### src/opmode_pkg.sv
// Constants, register map and mode encoding for the operating-mode controller.
// Assumes a single 100 MHz core clock; the crystal rate is an enable pulse.
package opmode_pkg;

    localparam int CORE_HZ = 100_000_000;
    localparam int XTAL_HZ = 32_768;
    // Longest whole count of core cycles per crystal period (rounded down)
    localparam int XTAL_DIV = CORE_HZ / XTAL_HZ;
    localparam int XTAL_CNT_W = 12;

    // Oscillator clocks from supply return to settled PLL
    localparam int PLL_SETTLE_TICKS = 4100;
    // Wake-timer units in milliseconds, then in crystal ticks
    localparam int WAKE_SHORT_MS = 2500;
    localparam int WAKE_LONG_MS = 60_000;
    localparam int WAKE_SHORT_TICKS = WAKE_SHORT_MS * XTAL_HZ / 1000;
    localparam int WAKE_LONG_TICKS = WAKE_LONG_MS * XTAL_HZ / 1000;
    localparam int UNIT_W = 21;

    // Crystal rate slot skipped in battery run (7 of 8 ticks kept)
    localparam logic [2:0] SKIP_SLOT = 3'h7;

    // Register offsets
    localparam logic [7:0] FLAG_ADDR = 8'hE8;
    localparam logic [7:0] CTRL_ADDR = 8'hE9;
    localparam logic [7:0] WAKE_ADDR = 8'hEA;
    localparam logic [7:0] STAT_ADDR = 8'hEB;

    // Flag register fields
    localparam int FLAG_LOSS = 7;
    localparam int FLAG_LOCK = 6;
    localparam int FLAG_TIMER = 5;
    localparam int FLAG_BUTTON = 4;

    // Control register fields
    localparam int CTRL_SLEEP = 0;
    localparam int CTRL_DISP = 1;
    localparam int CTRL_CONV = 2;
    localparam int CTRL_COMP = 3;
    localparam int CTRL_DIV_LSB = 4;

    // Wake register fields
    localparam int WAKE_TIMER_PERIOD_LSB = 0;
    localparam int WAKE_TIMER_RESOLUTION = 3;
    localparam int WAKE_ARM = 4;

    localparam logic [7:0] RESET_BYTE = 8'h00;

    typedef enum logic [3:0] {
        MODE_FULL = 4'h1,
        MODE_BATT = 4'h2,
        MODE_DISP = 4'h4,
        MODE_SLEEP = 4'h8
    } mode_type;

endpackage : opmode_pkg

### src/wake_timer_if.sv
// Carrier between the mode controller and its wake-up timer.
// Both ends share core_clk; no clocking here.
`timescale 1ns/1ps
interface wake_timer_if;
    logic tick;
    logic run;
    logic resolution;
    logic [2:0] period;
    logic expire;

    modport ctrl (output tick, output run, output resolution, output period, input expire);
    modport timer (input tick, input run, input resolution, input period, output expire);
endinterface : wake_timer_if

### src/crystal_clock_gen.sv
// Crystal tick divider and processor clock enable.
// Assumes core_clk at 100 MHz and a synchronous active-high reset.
`timescale 1ns/1ps
module crystal_clock_gen (
    input wire logic core_clk,
    input wire logic rst,
    input wire logic full_mode,
    input wire logic batt_mode,
    input wire logic [2:0] divider,
    output logic xtal_tick,
    output logic cpu_clk_en
);

    logic [opmode_pkg::XTAL_CNT_W-1:0] xtal_cnt_reg;
    logic [2:0] eighth_reg;
    logic [7:0] fast_cnt_reg;
    logic [7:0] mask;

    assign mask = (8'h01 << divider) - 8'h01;

    always_ff @(posedge core_clk) begin
        if (rst || xtal_cnt_reg == opmode_pkg::XTAL_CNT_W'(opmode_pkg::XTAL_DIV - 1)) begin
            xtal_cnt_reg <= '0;
        end else begin
            xtal_cnt_reg <= xtal_cnt_reg + 1'b1;
        end
    end

    always_ff @(posedge core_clk) begin
        if (rst) begin
            xtal_tick <= 1'b0;
        end else begin
            xtal_tick <= xtal_cnt_reg == opmode_pkg::XTAL_CNT_W'(opmode_pkg::XTAL_DIV - 1);
        end
    end

    always_ff @(posedge core_clk) begin
        if (rst) begin
            eighth_reg <= 3'h0;
        end else if (xtal_tick) begin
            eighth_reg <= eighth_reg + 3'h1;
        end
    end

    always_ff @(posedge core_clk) begin
        if (rst || !full_mode) begin
            fast_cnt_reg <= 8'h00;
        end else begin
            fast_cnt_reg <= fast_cnt_reg + 8'h01;
        end
    end

    // clock source select
    // divider ignored in battery run
    always_ff @(posedge core_clk) begin
        if (rst) begin
            cpu_clk_en <= 1'b0;
        end else if (full_mode) begin
            cpu_clk_en <= (fast_cnt_reg & mask) == mask;
        end else if (batt_mode) begin
            cpu_clk_en <= xtal_tick && eighth_reg != opmode_pkg::SKIP_SLOT;
        end else begin
            cpu_clk_en <= 1'b0;
        end
    end

endmodule : crystal_clock_gen

### src/wake_timer.sv
// Wake-up timer counting crystal ticks in units of 2.5 s or 1 min.
// Assumes run stays high from low-power entry until wake.
`timescale 1ns/1ps
module wake_timer #(
    parameter int SHORT_TICKS = opmode_pkg::WAKE_SHORT_TICKS,
    parameter int LONG_TICKS = opmode_pkg::WAKE_LONG_TICKS
) (
    input wire logic core_clk,
    input wire logic rst,
    wake_timer_if.timer wt
);

    logic [opmode_pkg::UNIT_W-1:0] unit_cnt_reg;
    logic [opmode_pkg::UNIT_W-1:0] unit_last;
    logic [2:0] units_reg;
    logic [2:0] target;
    logic done_reg;

    assign unit_last = wt.resolution ? opmode_pkg::UNIT_W'(LONG_TICKS - 1)
                                     : opmode_pkg::UNIT_W'(SHORT_TICKS - 1);
    // Period of zero behaves as one unit
    assign target = (wt.period == 3'h0) ? 3'h1 : wt.period;

    // unit and period count
    always_ff @(posedge core_clk) begin
        if (rst || !wt.run) begin
            unit_cnt_reg <= '0;
            units_reg <= 3'h0;
        end else if (wt.tick && !done_reg) begin
            if (unit_cnt_reg == unit_last) begin
                unit_cnt_reg <= '0;
                units_reg <= units_reg + 3'h1;
            end else begin
                unit_cnt_reg <= unit_cnt_reg + 1'b1;
            end
        end
    end

    always_ff @(posedge core_clk) begin
        if (rst || !wt.run) begin
            done_reg <= 1'b0;
            wt.expire <= 1'b0;
        end else begin
            wt.expire <= !done_reg && units_reg == target;
            if (units_reg == target) begin
                done_reg <= 1'b1;
            end
        end
    end

endmodule : wake_timer

### src/operating_mode_controller.sv
// Operating-mode controller: full power plus three battery modes.
// Assumes pin inputs asynchronous to core_clk and a one-cycle register port.
// Overview of operation
// Full power only while supply present and PLL stable.
// Supply loss or battery wake with margin enters battery run.
// From battery run, display or sleep request forces that mode, processor off.
// Leaving full power sets the PLL-loss flag, bit 7.
// Returning to full power on PLL lock sets the PLL-lock flag, bit 6.
// Display or sleep return to battery run only on timer or button.
// Button high sets bit 4; timer timeout sets bit 5.
// Without supply, margin loss enters sleep and stays there.
// Supply return leaves any battery mode for full power once settled.
// Battery run clocks processor at 7/8 crystal; full power from PLL.
// Processor divider kept across battery run but ignored there.
// PLL not locked forces converter and compute enables to zero.
// PLL lock fall clears compute program counter and halts filtering.
// Compute, filter, analog, divider, optical, flash write only in full power.
// Battery run keeps debug, pins, watchdog, display, serial, memories alive.
// Display mode: processor off, segments kept, two pins may blink.
// Display mode left only on power-up, timer or button; the code also leaves it for sleep on margin loss.
// Firmware must move battery run into sleep itself.
// After supply return, processor held in reset until settle count elapses.
// Wake unit 1 min or 2.5 s, period one to seven units.
// One-hot mode register; full-power entry beats a coincident wake.
//
// The address-and-strobe port and the register addresses are this design's own decisions.
`timescale 1ns/1ps
module operating_mode_controller #(
    parameter int SETTLE_TICKS = opmode_pkg::PLL_SETTLE_TICKS,
    parameter int SHORT_TICKS = opmode_pkg::WAKE_SHORT_TICKS,
    parameter int LONG_TICKS = opmode_pkg::WAKE_LONG_TICKS
) (
    input wire logic core_clk,
    input wire logic rst,
    input wire logic supply_sense_input,
    input wire logic pll_locked,
    input wire logic battery_margin_good,
    input wire logic push_button_pin,
    input wire logic [7:0] reg_addr,
    input wire logic [7:0] reg_wdata,
    input wire logic reg_wr,
    input wire logic reg_rd,
    output logic [7:0] reg_rdata,
    output logic [3:0] mode_state,
    output logic cpu_reset,
    output logic cpu_clk_en,
    output logic converter_enable,
    output logic compute_enable,
    output logic compute_pc_clear,
    output logic filter_run,
    output logic full_power_en,
    output logic battery_run_en,
    output logic eeprom_slow,
    output logic display_en,
    output logic blink_en
);

    ////////////////////////////////////////////////////////////////////////
    // Pin synchronisers: bit 3 supply, 2 lock, 1 margin, 0 button
    logic [3:0] sync1_reg;
    logic [3:0] sync2_reg;
    logic supply_s;
    logic lock_s;
    logic bat_s;
    logic button_s;
    logic button_prev_reg;
    logic button_rise;

    always_ff @(posedge core_clk) begin
        if (rst) begin
            sync1_reg <= 4'h0;
            sync2_reg <= 4'h0;
        end else begin
            sync1_reg <= {supply_sense_input, pll_locked, battery_margin_good, push_button_pin};
            sync2_reg <= sync1_reg;
        end
    end

    assign supply_s = sync2_reg[3];
    assign lock_s = sync2_reg[2];
    assign bat_s = sync2_reg[1];
    assign button_s = sync2_reg[0];
    assign button_rise = button_s && !button_prev_reg;

    always_ff @(posedge core_clk) begin
        if (rst) begin
            button_prev_reg <= 1'b0;
        end else begin
            button_prev_reg <= button_s;
        end
    end

    ////////////////////////////////////////////////////////////////////////
    // Clocks and wake timer
    wake_timer_if wt ();
    logic xtal_tick;
    opmode_pkg::mode_type mode_reg;
    opmode_pkg::mode_type mode_next;
    logic [7:0] ctrl_reg;
    logic [7:0] wake_reg;
    logic [7:0] flag_reg;

    crystal_clock_gen u_clk (
        .core_clk(core_clk),
        .rst(rst),
        .full_mode(mode_reg == opmode_pkg::MODE_FULL),
        .batt_mode(mode_reg == opmode_pkg::MODE_BATT),
        .divider(ctrl_reg[opmode_pkg::CTRL_DIV_LSB +: 3]),
        .xtal_tick(xtal_tick),
        .cpu_clk_en(cpu_clk_en)
    );

    assign wt.tick = xtal_tick;
    assign wt.resolution = wake_reg[opmode_pkg::WAKE_TIMER_RESOLUTION];
    assign wt.period = wake_reg[opmode_pkg::WAKE_TIMER_PERIOD_LSB +: 3];
    // Timer runs only while armed in display or sleep, so it restarts on every entry from full power or battery run
    assign wt.run = wake_reg[opmode_pkg::WAKE_ARM]
        && (mode_reg == opmode_pkg::MODE_DISP || mode_reg == opmode_pkg::MODE_SLEEP);

    wake_timer #(
        .SHORT_TICKS(SHORT_TICKS),
        .LONG_TICKS(LONG_TICKS)
    ) u_timer (
        .core_clk(core_clk),
        .rst(rst),
        .wt(wt.timer)
    );

    ////////////////////////////////////////////////////////////////////////
    // PLL settle tracking
    logic [31:0] settle_cnt_reg;
    logic pll_ok_reg;
    logic pll_ok_prev_reg;

    // settle count after supply return
    always_ff @(posedge core_clk) begin
        if (rst || !supply_s) begin
            settle_cnt_reg <= 32'h0;
        end else if (xtal_tick && settle_cnt_reg != 32'(SETTLE_TICKS)) begin
            settle_cnt_reg <= settle_cnt_reg + 32'h1;
        end
    end

    always_ff @(posedge core_clk) begin
        if (rst) begin
            pll_ok_reg <= 1'b0;
            pll_ok_prev_reg <= 1'b0;
        end else begin
            pll_ok_reg <= supply_s && lock_s && settle_cnt_reg == 32'(SETTLE_TICKS);
            pll_ok_prev_reg <= pll_ok_reg;
        end
    end

    ////////////////////////////////////////////////////////////////////////
    // Mode machine
    logic sleep_req;
    logic disp_req;
    logic wake_ev;
    logic margin_lost;

    assign sleep_req = reg_wr && reg_addr == opmode_pkg::CTRL_ADDR && reg_wdata[opmode_pkg::CTRL_SLEEP];
    assign disp_req = reg_wr && reg_addr == opmode_pkg::CTRL_ADDR && reg_wdata[opmode_pkg::CTRL_DISP];
    assign wake_ev = wt.expire || button_rise;
    assign margin_lost = !supply_s && !bat_s;

    always_comb begin
        mode_next = mode_reg;
        unique case (mode_reg)
            // leave full power when PLL drops
            opmode_pkg::MODE_FULL: begin
                if (!pll_ok_reg) begin
                    mode_next = bat_s ? opmode_pkg::MODE_BATT : opmode_pkg::MODE_SLEEP;
                end
            end
            // one request wins, sleep first
            opmode_pkg::MODE_BATT: begin
                if (pll_ok_reg) begin
                    mode_next = opmode_pkg::MODE_FULL;
                end else if (margin_lost || sleep_req) begin
                    mode_next = opmode_pkg::MODE_SLEEP;
                end else if (disp_req) begin
                    mode_next = opmode_pkg::MODE_DISP;
                end
            end
            // only power, margin loss, timer or button
            opmode_pkg::MODE_DISP: begin
                if (pll_ok_reg) begin
                    mode_next = opmode_pkg::MODE_FULL;
                end else if (margin_lost) begin
                    mode_next = opmode_pkg::MODE_SLEEP;
                end else if (wake_ev) begin
                    mode_next = opmode_pkg::MODE_BATT;
                end
            end
            // wake from sleep needs margin
            // timer or button wake only
            // supply return enters full power
            opmode_pkg::MODE_SLEEP: begin
                if (pll_ok_reg) begin
                    mode_next = opmode_pkg::MODE_FULL;
                end else if (wake_ev && bat_s) begin
                    mode_next = opmode_pkg::MODE_BATT;
                end
            end
            default: begin
                mode_next = opmode_pkg::MODE_SLEEP;
            end
        endcase
    end

    // single one-hot state
    always_ff @(posedge core_clk) begin
        if (rst) begin
            mode_reg <= opmode_pkg::MODE_SLEEP;
        end else begin
            mode_reg <= mode_next;
        end
    end

    ////////////////////////////////////////////////////////////////////////
    // Flags: write one to clear, a set in the same cycle wins
    logic [7:0] flag_set;
    logic [7:0] flag_clr;

    always_comb begin
        flag_set = 8'h00;
        // loss on leaving full power
        flag_set[opmode_pkg::FLAG_LOSS] = mode_reg == opmode_pkg::MODE_FULL
            && mode_next != opmode_pkg::MODE_FULL;
        // lock on entering full power
        flag_set[opmode_pkg::FLAG_LOCK] = mode_reg != opmode_pkg::MODE_FULL
            && mode_next == opmode_pkg::MODE_FULL;
        // timer and button flags
        flag_set[opmode_pkg::FLAG_TIMER] = wt.expire;
        flag_set[opmode_pkg::FLAG_BUTTON] = button_s;
    end

    assign flag_clr = (reg_wr && reg_addr == opmode_pkg::FLAG_ADDR) ? reg_wdata : 8'h00;

    always_ff @(posedge core_clk) begin
        if (rst) begin
            flag_reg <= opmode_pkg::RESET_BYTE;
        end else begin
            flag_reg <= (flag_reg & ~flag_clr & 8'hF0) | flag_set;
        end
    end

    ////////////////////////////////////////////////////////////////////////
    // Control and wake configuration
    always_ff @(posedge core_clk) begin
        if (rst) begin
            ctrl_reg <= opmode_pkg::RESET_BYTE;
        end else begin
            if (reg_wr && reg_addr == opmode_pkg::CTRL_ADDR) begin
                ctrl_reg <= reg_wdata & 8'h7C;
            end
            // enables held at zero without lock
            if (!pll_ok_reg) begin
                ctrl_reg[opmode_pkg::CTRL_CONV] <= 1'b0;
                ctrl_reg[opmode_pkg::CTRL_COMP] <= 1'b0;
            end
        end
    end

    always_ff @(posedge core_clk) begin
        if (rst) begin
            wake_reg <= opmode_pkg::RESET_BYTE;
        end else if (reg_wr && reg_addr == opmode_pkg::WAKE_ADDR) begin
            wake_reg <= reg_wdata & 8'h1F;
        end
    end

    always_ff @(posedge core_clk) begin
        if (rst) begin
            reg_rdata <= 8'h00;
        end else if (reg_rd) begin
            unique case (reg_addr)
                opmode_pkg::FLAG_ADDR: reg_rdata <= flag_reg;
                opmode_pkg::CTRL_ADDR: reg_rdata <= ctrl_reg;
                opmode_pkg::WAKE_ADDR: reg_rdata <= wake_reg;
                opmode_pkg::STAT_ADDR: reg_rdata <= {1'b0, supply_s, bat_s, pll_ok_reg, mode_reg};
                default: reg_rdata <= 8'h00;
            endcase
        end else begin
            reg_rdata <= 8'h00;
        end
    end

    ////////////////////////////////////////////////////////////////////////
    // Function gating outputs
    always_ff @(posedge core_clk) begin
        if (rst) begin
            mode_state <= 4'h0;
            cpu_reset <= 1'b1;
            converter_enable <= 1'b0;
            compute_enable <= 1'b0;
            compute_pc_clear <= 1'b0;
            filter_run <= 1'b0;
            full_power_en <= 1'b0;
            battery_run_en <= 1'b0;
            eeprom_slow <= 1'b0;
            display_en <= 1'b0;
            blink_en <= 1'b0;
        end else begin
            mode_state <= mode_reg;
            // reset held while settling
            // processor off in low power
            cpu_reset <= (mode_reg == opmode_pkg::MODE_DISP) || (mode_reg == opmode_pkg::MODE_SLEEP)
                || (supply_s && !pll_ok_reg);
            converter_enable <= ctrl_reg[opmode_pkg::CTRL_CONV] && pll_ok_reg;
            compute_enable <= ctrl_reg[opmode_pkg::CTRL_COMP] && pll_ok_reg;
            // program counter clear on lock fall
            compute_pc_clear <= pll_ok_prev_reg && !pll_ok_reg;
            // full power only functions
            full_power_en <= mode_reg == opmode_pkg::MODE_FULL;
            filter_run <= mode_reg == opmode_pkg::MODE_FULL && pll_ok_reg
                && ctrl_reg[opmode_pkg::CTRL_COMP];
            // battery run keeps peripherals
            battery_run_en <= mode_reg == opmode_pkg::MODE_FULL || mode_reg == opmode_pkg::MODE_BATT;
            eeprom_slow <= mode_reg == opmode_pkg::MODE_BATT;
            display_en <= mode_reg != opmode_pkg::MODE_SLEEP;
            blink_en <= mode_reg == opmode_pkg::MODE_DISP;
        end
    end
endmodule : operating_mode_controller

### config.mk
export PLATFORM = sky130hd
export DESIGN_NAME = operating_mode_controller
export DESIGN_NICKNAME = d
export VERILOG_FILES = /design/src/opmode_pkg.sv /design/src/wake_timer_if.sv /design/src/crystal_clock_gen.sv /design/src/wake_timer.sv /design/src/operating_mode_controller.sv
export SDC_FILE = /design/constraint.sdc
export NUM_CORES = 1
export LEC_CHECK = 0
export ABC_AREA = 0
export BUFFER_PORTS_ARGS = -buffer_cell sky130_fd_sc_hd__buf_4
export CORE_ASPECT_RATIO = 0.7
export CORE_UTILIZATION = 44
export CTS_CLUSTER_DIAMETER = 100
export DETAILED_ROUTE_END_ITERATION = 16
export PLACE_DENSITY_LB_ADDON = 0.12
export SLEW_MARGIN = 20
export SYNTH_ARGS = -nofsm -noshare
export SYNTH_HDL_FRONTEND = slang
export SYNTH_HIERARCHICAL = 1
export SYNTH_SLANG_ARGS = --single-unit
### constraint.sdc
create_clock -name core_clk -period 6.02 [get_ports core_clk]
set_input_delay 0.903 -clock core_clk [delete_from_list [all_inputs] [get_ports core_clk]]
set_output_delay 0.903 -clock core_clk [all_outputs]
set_load 0.05 [all_outputs]
==> results of run 1 <==
==> cell usage in the layout (no fill, tap or decap), drive strengths merged, types with 19 or more instances in the layout <==
cell    count
nand4      25
buf        49
nor2b      19
dfxtp     133
o21ai      24
clkbuf     20
mux2i      24
nor3       22
nand3      32
nand2      51
nor2       59
a21oi      24
inv        24
==> synthesized netlist by cell type (all sizes together), types with 3 or more instances <==
| cell type | n | area [um2] |
|---|---|---|
| o31ai | 9 | 72.6 |
| and4 | 13 | 116 |
| buf | 18 | 135 |
| inv | 22 | 82.6 |
| o41ai | 3 | 26.3 |
| nor2b | 19 | 119 |
| and2 | 4 | 25.0 |
| a21oi | 24 | 120 |
| nor2 | 59 | 221 |
| a21boi | 3 | 22.5 |
| a211oi | 13 | 133 |
| nand2b | 15 | 93.8 |
| a22oi | 3 | 22.5 |
| nor3b | 3 | 22.5 |
| and3 | 10 | 62.6 |
| o311ai | 4 | 35.0 |
| o21ai | 24 | 128 |
| or4b | 3 | 30.0 |
| or4 | 10 | 78.8 |
| xnor2 | 18 | 158 |
| or3 | 12 | 75.1 |
| a311oi | 3 | 26.3 |
| nand2 | 51 | 191 |
| mux2i | 24 | 240 |
| ha | 9 | 113 |
| nor4 | 18 | 144 |
| nand3 | 32 | 165 |
| dfxtp | 133 | 2660 |
| nor3 | 22 | 110 |
| nor4b | 5 | 58.8 |
| nand4 | 25 | 229 |
| a31oi | 4 | 25.0 |
| xor2 | 17 | 149 |
| clkbuf | 11 | 41.3 |
==> power by group <==
part | leakage (nW) | internal (W) | switching [W]
sequential | 1.07 | 0.000886 | 0.00000447
combinational | 1.14 | 0.0000203 | 0.0000267
clock | 0.273 | 0.000620 | 0.000392
==> through the flow <==
stage	power, W	util (%)	std cells
final	0.00195	53.5	902
after global routing	0.00201	53.5	902
after CTS	0.00197	53.5	902
after detailed placement	0.000956	49.2	871
after global placement	0.000956	49.1	869
after floorplan	0.000935	-	666
==> cell type report <==
cell class	instances	area, um2	share of cell area, %
sequential	133	2660	37.0
timing repair buffer	49	375	5.22
tap	185	231	3.22
clock inverter	11	128	1.77
inverter	23	91.3	1.27
clock buffer	20	447	6.21
multi-input combinational	481	3260	45.3
==> worst max path at each step <==
stage / start / end / slack, ns
after global routing: mode_reg[2] / u_timer/wt.expire / 3.17
after detailed placement: reg_addr[0] / ctrl_reg[4] / 3.42
after floorplan: rst / settle_cnt_reg[2] / 3.95
after CTS: mode_reg[2] / u_timer/wt.expire / 3.52
after global placement: rst / settle_cnt_reg[13] / 3.47
final: mode_reg[2] / u_timer/wt.expire / 3.50
==> tightest hold or removal path, delay by kind of cell, from the launching register on <==
family           cells  cell delay, ns
DFF                  1            0.31
and+or+nand+nor      2            0.08
==> cells by family after synthesis <==
family                     after synthesis
adders and majority gates                9
buffers and inverters                   52
and+or+nand+nor                        308
xor gates and xnor gates                35
muxes                                   27
DFF                                    133
AOI/OAI and AO/OA                      102
==> layer usage <==
| metal | share of wire, % | GRT usage, % |
|---|---|---|
| met1 | 49 | 27.1 |
| met2 | 44 | 29.7 |
| met3 | 5.5 | 5.77 |
| met4 | 1.3 | 7.86 |
| met5 | 0 | 0 |
==> results by group, run 1 <==
Setup path
  – Cell family with most CP delay: simple AND/OR/NAND/NOR gates
  – Worst Path Class, Setup: register to register
  – Max stage delay cell, worst path: or4b_1
  – Req. time, crit path: 6.33 ns
  – WP data arrival: 2.83 ns
  – Cells along the critical path: or4b_1 > a21boi_0 > nand2b_1 > nor4_1
  – Reg2reg setup slack: 3.50 ns
  – Worst r2r src: mode_reg[2]
  – Worst path depth: 4
  – Critical path capture point type: register
  – Count of buffer and inverter cells on the critical path: 0
  – Critical path's largest stage delay: 0.60 ns
  – Critical Path Fanout Max: 23
  – CP Launch Type: register
  – Worst Reg2Reg Path Length in Cells: 4
  – Reg2reg end: u_timer/wt.expire

Synthesis
  – Syn Std Cell Area: 6190 um2
  – FF+latch count, synth: 133
  – Post-synthesis compound-gate area fraction: 12.0%
  – Primary FF master, synth: dfxtp_1
  – Net Count, Synth: 699
  – Yosys cell types: 70
  – Largest family of logic cells by synthesized area: simple AND/OR/NAND/NOR gates
  – Mean Syn Cell Area: 9.29 um2
  – Adder-cell area share of the yosys netlist: 1.82%
  – Yosys warns: 6
  – Post-Synth Simple-Gate Area: 29.3%
  – Mux share of post-synthesis cell area: 4.61%
  – Number of synthesized flops with an enable pin: 0
  – Ys async rst share: 0%
  – Synth Area in XOR/XNOR: 4.95%
  – Post-synthesis sequential area ratio: 43.0%
  – Syn Inst Count: 666

Clock tree
  – Hold Buf Count CTS: 0
  – Cts repair resizes: 0
  – Total clock buffers created by CTS: 17
  – CTS tree: yes
  – Clock root buffer: clkbuf_16
  – Clock-pin slew on the worst setup and hold paths: 0.06 ns
  – H-tree depth: 4
  – Worst-skew pair later-pin latency: 0.42 ns
  – Clk sink count: 133
  – Postcts setup bufs: 0
  – Number of buffers on the longest clock path: 2

Placement
  – Number of port buffers: 46
  – Routability cong.: 0.869
  – DP Wirelength: 9630 um
  – Post-Place Worst Slack: 3.42 ns
  – DP Area: 6620 um2

GRT
  – Initial antenna violation count: 0
  – GR Overflow Total: 0
  – Largest net degree at the start of global routing: 42
  – Vias in the first global route: 4755
  – All-Layer GR Usage: 19.9%
  – First-pass GRT wire length: 22800 um

Detailed routing
  – Per-cell routed wire length: 15.1 um
  – Final WL: 13600 um
  – Via/cell ratio: 5.60
  – Initial DRT Pass Iterations: 5
  – Post-route ant nets: 0
  – Routed via count: 5055
  – Initial DRC Count: 247
  – DRC viols: 0

Timing
  – RSZ-0062 raised after global routing: false
  – Layout Skew: 0.0160 ns
  – Slew Viols, Final: 0
  – Final Worst Setup Slack: 3.50 ns
  – Final setup fails: 0
  – Worst hold slack: 0.433 ns
  – Setup TNS Final: 0 ns
  – Worst-margin pin slew: 1.02 ns
  – Slew margin rel.: 32.2%
  – F_max: 397 MHz
  – Final min period: 2.52 ns
  – Crit share post-route: 41.9%
  – Hold Vio Cnt, Final: 0

Pwr
  – Pwr dens: 271 nW/um2
  – Peak supply drop: 0.217 mV
  – Leak: 2.49 nW

Finish
  – Area Growth Syn to Fin: 16.2%
  – # diodes: 0
  – Fillers: 1261
  – Max FFs per register: 32
  – Final Cell Area: 7190 um2
  – Share of layout cells above drive strength 1: 15.9%
  – Nets: 738

Job
  – Max-cap violations: 0

Die
  – Ports: 47
  – Vert. Die Dim: 101 um
  – Die X: 144 um
  – Core region area: 13400 um2
  – Initial Util: 46.0%
  – # rows: 35
  – Die area: 14600 um2

Hold path
  – Worst Hold Class: register to register
  – Hold endpoint: reg_rdata[7]
  – Depth of the worst hold-timing path: 2
  – Hold Startpoint: flag_reg[7]

Outcome
  – Status: finished clean
Note: power is estimated with default switching activity, not from simulation.
==> inputs of run 2 (changes only) <==
==> constraint.sdc (replaced) <==
create_clock -name core_clk -period 2.02 [get_ports core_clk]
set_input_delay 0.303 -clock core_clk [delete_from_list [all_inputs] [get_ports core_clk]]
set_output_delay 0.303 -clock core_clk [all_outputs]
set_load 0.05 [all_outputs]
==> run 2 against run 1 <==
Clock power increased to 3.2 times the previous value. Maximum frequency is 30% higher. Largest cell class unchanged. Register-to-register slack got worse by 3.4 ns. Cell area rose by 3.3%. Combinational power rose to 3.1 times the previous value. Via count is 0.67% higher. Utilization increased by 1.8 points.
==> results by group, run 2 (same netlist as run 1, synthesis figures left out) <==
Die
  – Core region area: 13400 um2
  – Initial Util: 46.0%
  – # rows: 35
  – Ports: 47
  – Vert. Die Dim: 101 um
  – Die X: 144 um
  – Die area: 14600 um2

Finish
  – Most common cell after layout, fill and taps aside: dfxtp_1
  – Most frequent cells in the layout: dfxtp_1, buf_4, nor2_1, nand2_1, nand3_1
  – Final Util: 55.3%
  – # diodes: 0
  – Share of layout cells above drive strength 1: 19.2%
  – Nets: 759
  – Area Growth Syn to Fin: 20.1%
  – Max FFs per register: 32

Timing
  – Crit share post-route: 95.8%
  – Worst hold slack: 0.0804 ns
  – F_max: 517 MHz
  – Final min period: 1.94 ns
  – Final setup fails: 0
  – Worst-margin pin slew: 0.593 ns
  – Layout Skew: 0.00896 ns
  – Slew margin rel.: 60.3%
  – Setup TNS Final: 0 ns
  – RSZ-0062 raised after global routing: false
  – Hold Vio Cnt, Final: 0
  – Slew Viols, Final: 0

Clock tree
  – Number of buffers on the longest clock path: 2
  – Clock-pin slew on the worst setup and hold paths: 0.06 ns
  – H-tree depth: 4
  – Hold Buf Count CTS: 0
  – Clk sink count: 133
  – Total clock buffers created by CTS: 17
  – CTS tree: yes
  – Clock root buffer: clkbuf_16
  – Worst-skew pair later-pin latency: 0.41 ns

Setup path
  – WP data arrival: 2.29 ns
  – Critical path capture point type: register
  – Cell family with most CP delay: simple AND/OR/NAND/NOR gates
  – Max stage delay cell, worst path: or4_4
  – CP Launch Type: register
  – Critical path's largest stage delay: 0.57 ns
  – Count of buffer and inverter cells on the critical path: 2
  – Worst Path Class, Setup: register to register
  – Critical Path Fanout Max: 5
  – Req. time, crit path: 2.37 ns
  – Cells along the critical path: buf_4 > or4_4 > inv_2 > or4bb_4 > o21ai_2 > o211a_1

Placement
  – Number of port buffers: 46
  – DP Wirelength: 9860 um
  – Routability cong.: 0.865

Detailed routing
  – Post-route ant nets: 0
  – DRC viols: 0
  – Final WL: 13900 um
  – Via/cell ratio: 5.51
  – Initial DRC Count: 274
  – Per-cell routed wire length: 15.0 um
  – Routed via count: 5089
  – Initial DRT Pass Iterations: 4

Pwr
  – Pwr Total: 0.00607 W
  – Leak: 2.63 nW
  – Peak supply drop: 0.517 mV
  – Pwr dens: 817 nW/um2

GRT
  – All-Layer GR Usage: 20.2%
  – Initial antenna violation count: 0
  – Largest net degree at the start of global routing: 28
  – Vias in the first global route: 4717
  – First-pass GRT wire length: 23100 um
  – GR Overflow Total: 0

Outcome
  – Status: finished clean

Job
  – Max-cap violations: 0

Hold path
  – Worst Hold Class: input port to register
## run 2: cell count changes in the layout (fill, tap and decap cells not counted), moves of 2 or more
cell and delta:
buf_4 +22, clkbuf_1 -2, buf_6 -2, bufinv_16 +2
## run 2: path summary, 6_finish.rpt
| kind | cells after the start | from | slack [ns] | endpoint |
|---|---|---|---|---|
| worst min-delay path | 2 | reg_wdata[7] | 0.08 | flag_reg[7] |
| worst max register to register | 6 | mode_reg[0] | 0.08 | u_clk/cpu_clk_en |
| worst max-delay path | 6 | mode_reg[0] | 0.08 | u_clk/cpu_clk_en |
| worst min register to register | 1 | pll_ok_prev_reg | 0.43 | compute_pc_clear |
## run 2: repair_timing
action	CTS	global route
endpoints found under the hold margin	0	0
setup buffers	0	0
setup endpoints to repair	1	16
resized for setup	1	7
## run 2: metal layers
metal / share of wire (%) / up-vias / global-route usage, %
li1: - / 2550 / -
met1: 52 / 2416 / 29.0
met2: 43 / 114 / 30.1
met3: 4.3 / 9 / 4.82
met4: 0.89 / 0 / 5.89
met5: 0 / - / 0
## run 2: power breakdown
group,internal [W],switching [W]
clock network,0.00208,0.00119
registers,0.00264,0.0000135
logic,0.0000646,0.0000821
## run 2: metrics by stage
step                      instance area [um2]  setup WS (ns)  std cells
after global routing                     7430        0.00292        923
after CTS                                7410         0.0651        923
final                                    7430         0.0841        923
after detailed placement                 6780         0.0430        892
after floorplan                          6190          0.100        666
after global placement                   6780          0.115        892
## run 2: worst reg2reg max path, delay by kind of cell, from the launching register on
kind | cells | cell delay (ns)
and+or+nand+nor | 2 | 1.10
DFF | 1 | 0.32
AOI/OAI and AO/OA | 2 | 0.22
buffers and inverters | 2 | 0.24
## run 2: area by class of cell
type | count | area [um2]
Clock buffer | 17 | 425
Inverter | 23 | 91.3
Clock inverter | 14 | 203
Multi-Input combinational cell | 481 | 3280
Fill cell | 1245 | 6010
Timing Repair Buffer | 70 | 538
Tap cell | 185 | 231
Sequential cell | 133 | 2660
==> inputs of run 3 (changes only) <==
--- a/config.mk
+++ b/config.mk
@@ -12,6 +12,7 @@
 export CTS_CLUSTER_DIAMETER = 100
 export DETAILED_ROUTE_END_ITERATION = 16
 export PLACE_DENSITY_LB_ADDON = 0.12
+export REMOVE_ABC_BUFFERS = 1
 export SLEW_MARGIN = 20
 export SYNTH_ARGS = -nofsm -noshare
 export SYNTH_HDL_FRONTEND = slang
==> run 3 against run 2 <==
Sequential share of layout area rose by 0.12 points. Highest routed layer unchanged. Largest power group unchanged. Global-route usage rose by 0.086 points. Critical endpoint is now u_timer/units_reg[2]. Wire length rose by 1.8%. Count of clock-buffer cells in the layout rose by 7. Sequential power barely moved. Register-to-register slack barely moved.
==> results by group, run 3 (same netlist as run 1, synthesis figures left out) <==
Placement
  – DP Area: 6770 um2
  – Placed insts: 887
  – Routability cong.: 0.853
  – DP Wirelength: 9850 um
  – Number of port buffers: 46

Timing
  – Layout Skew: 0.00997 ns
  – Worst hold slack: 0.0894 ns
  – RSZ-0062 raised after global routing: false
  – Setup TNS Final: 0 ns
  – Final min period: 1.93 ns
  – F_max: 518 MHz
  – Crit share post-route: 95.6%
  – Slew Viols, Final: 0
  – Slew margin rel.: 62.5%
  – Final setup fails: 0
  – Worst-margin pin slew: 0.562 ns
  – Hold Vio Cnt, Final: 0

Finish
  – Nets: 754
  – Max FFs per register: 32
  – # diodes: 0
  – Share of layout cells above drive strength 1: 18.0%
  – Area Growth Syn to Fin: 19.7%
  – Final Cell Area: 7400 um2
  – Fillers: 1211
  – Non-Filler Instances: 918
  – Most common cell after layout, fill and taps aside: dfxtp_1
  – Most frequent cells in the layout: dfxtp_1, buf_4, nor2_1, nand2_1, nand3_1

Detailed routing
  – Initial DRT Pass Iterations: 5
  – Post-route ant nets: 0
  – Per-cell routed wire length: 15.4 um
  – Routed via count: 5125
  – DRC viols: 0
  – Final WL: 14100 um
  – Via/cell ratio: 5.58
  – Initial DRC Count: 369

Die
  – Die X: 144 um
  – # rows: 35
  – Initial Util: 46.0%
  – Die area: 14600 um2
  – Core region area: 13400 um2
  – Ports: 47
  – Vert. Die Dim: 101 um

Clock tree
  – Number of buffers on the longest clock path: 2
  – Worst-skew pair later-pin latency: 0.41 ns
  – H-tree depth: 4
  – Clk sink count: 133
  – Postcts setup bufs: 0
  – CTS tree: yes
  – Hold Buf Count CTS: 0
  – Clock root buffer: clkbuf_16
  – Cts repair resizes: 1
  – Total clock buffers created by CTS: 17
  – Clock-pin slew on the worst setup and hold paths: 0.06 ns

Pwr
  – Pwr dens: 817 nW/um2
  – Peak supply drop: 0.585 mV
  – Leak: 2.61 nW

Setup path
  – WP data arrival: 2.23 ns
  – Critical Path Fanout Max: 6
  – Max stage delay cell, worst path: or4b_2
  – Critical path capture point type: register
  – Critical path's largest stage delay: 0.73 ns
  – Cells along the critical path: or4b_2 > a21boi_2 > nor2b_2 > buf_4 > nand2b_1 > o41ai_1
  – Req. time, crit path: 2.32 ns
  – Worst Path Class, Setup: register to register
  – CP Launch Type: register

GRT
  – Vias in the first global route: 4765
  – Largest net degree at the start of global routing: 28
  – First-pass GRT wire length: 23200 um
  – Initial antenna violation count: 0
  – All-Layer GR Usage: 20.3%
  – GR Overflow Total: 0

Job
  – Max-cap violations: 0

Outcome
  – Status: finished clean

Hold path
  – Worst Hold Class: input port to register
-- run 3: critical path: cells and delay by family (launching register included) --
kind	cells	cell delay, ns
buffers and inverters	1	0.14
DFF	1	0.35
AOI/OAI and AO/OA	2	0.40
and+or+nand+nor	3	0.94
-- run 3: metrics by stage --
stage	util [%]	setup WS (ns)	power (W)
final	55.1	0.0886	0.00605
after global routing	55.1	0.000962	0.00625
after CTS	54.9	0.0658	0.00611
after detailed placement	50.3	0.00471	0.00286
after floorplan	-	-0.123	0.00277
after global placement	50.3	0.115	0.00286
-- run 3: worst paths after layout --
kind | slack, ns | to | from | cells after the start
min reg2reg | 0.43 | compute_pc_clear | pll_ok_prev_reg | 1
max | 0.09 | u_timer/units_reg[2] | mode_reg[0] | 6
max reg2reg | 0.09 | u_timer/units_reg[2] | mode_reg[0] | 6
min | 0.09 | flag_reg[7] | reg_wdata[7] | 2
-- run 3: area by class of cell --
cell class                      instances  area (um2)  area share [%]
Tap cell                              185         231            3.13
Inverter                               23        91.3            1.23
Timing Repair Buffer                   65         526            7.10
Clock buffer                           24         472            6.37
Clock inverter                          7         145            1.96
Multi-Input combinational cell        481        3280            44.2
Sequential cell                       133        2660            36.0
-- run 3: layer usage --
layer  up-vias  global-route usage [%]  part of all wire, %
li1       2546                       -                    -
met1      2427                    27.8                   50
met2       136                    31.2                   44
met3        16                    4.92                  5.1
met4         0                    7.28                 0.76
met5         -                       0                    0
-- run 3: power by group --
part           switching, W  internal (W)
combinational     0.0000840     0.0000659
clock               0.00111       0.00213
sequential        0.0000144       0.00264
total               0.00121       0.00484
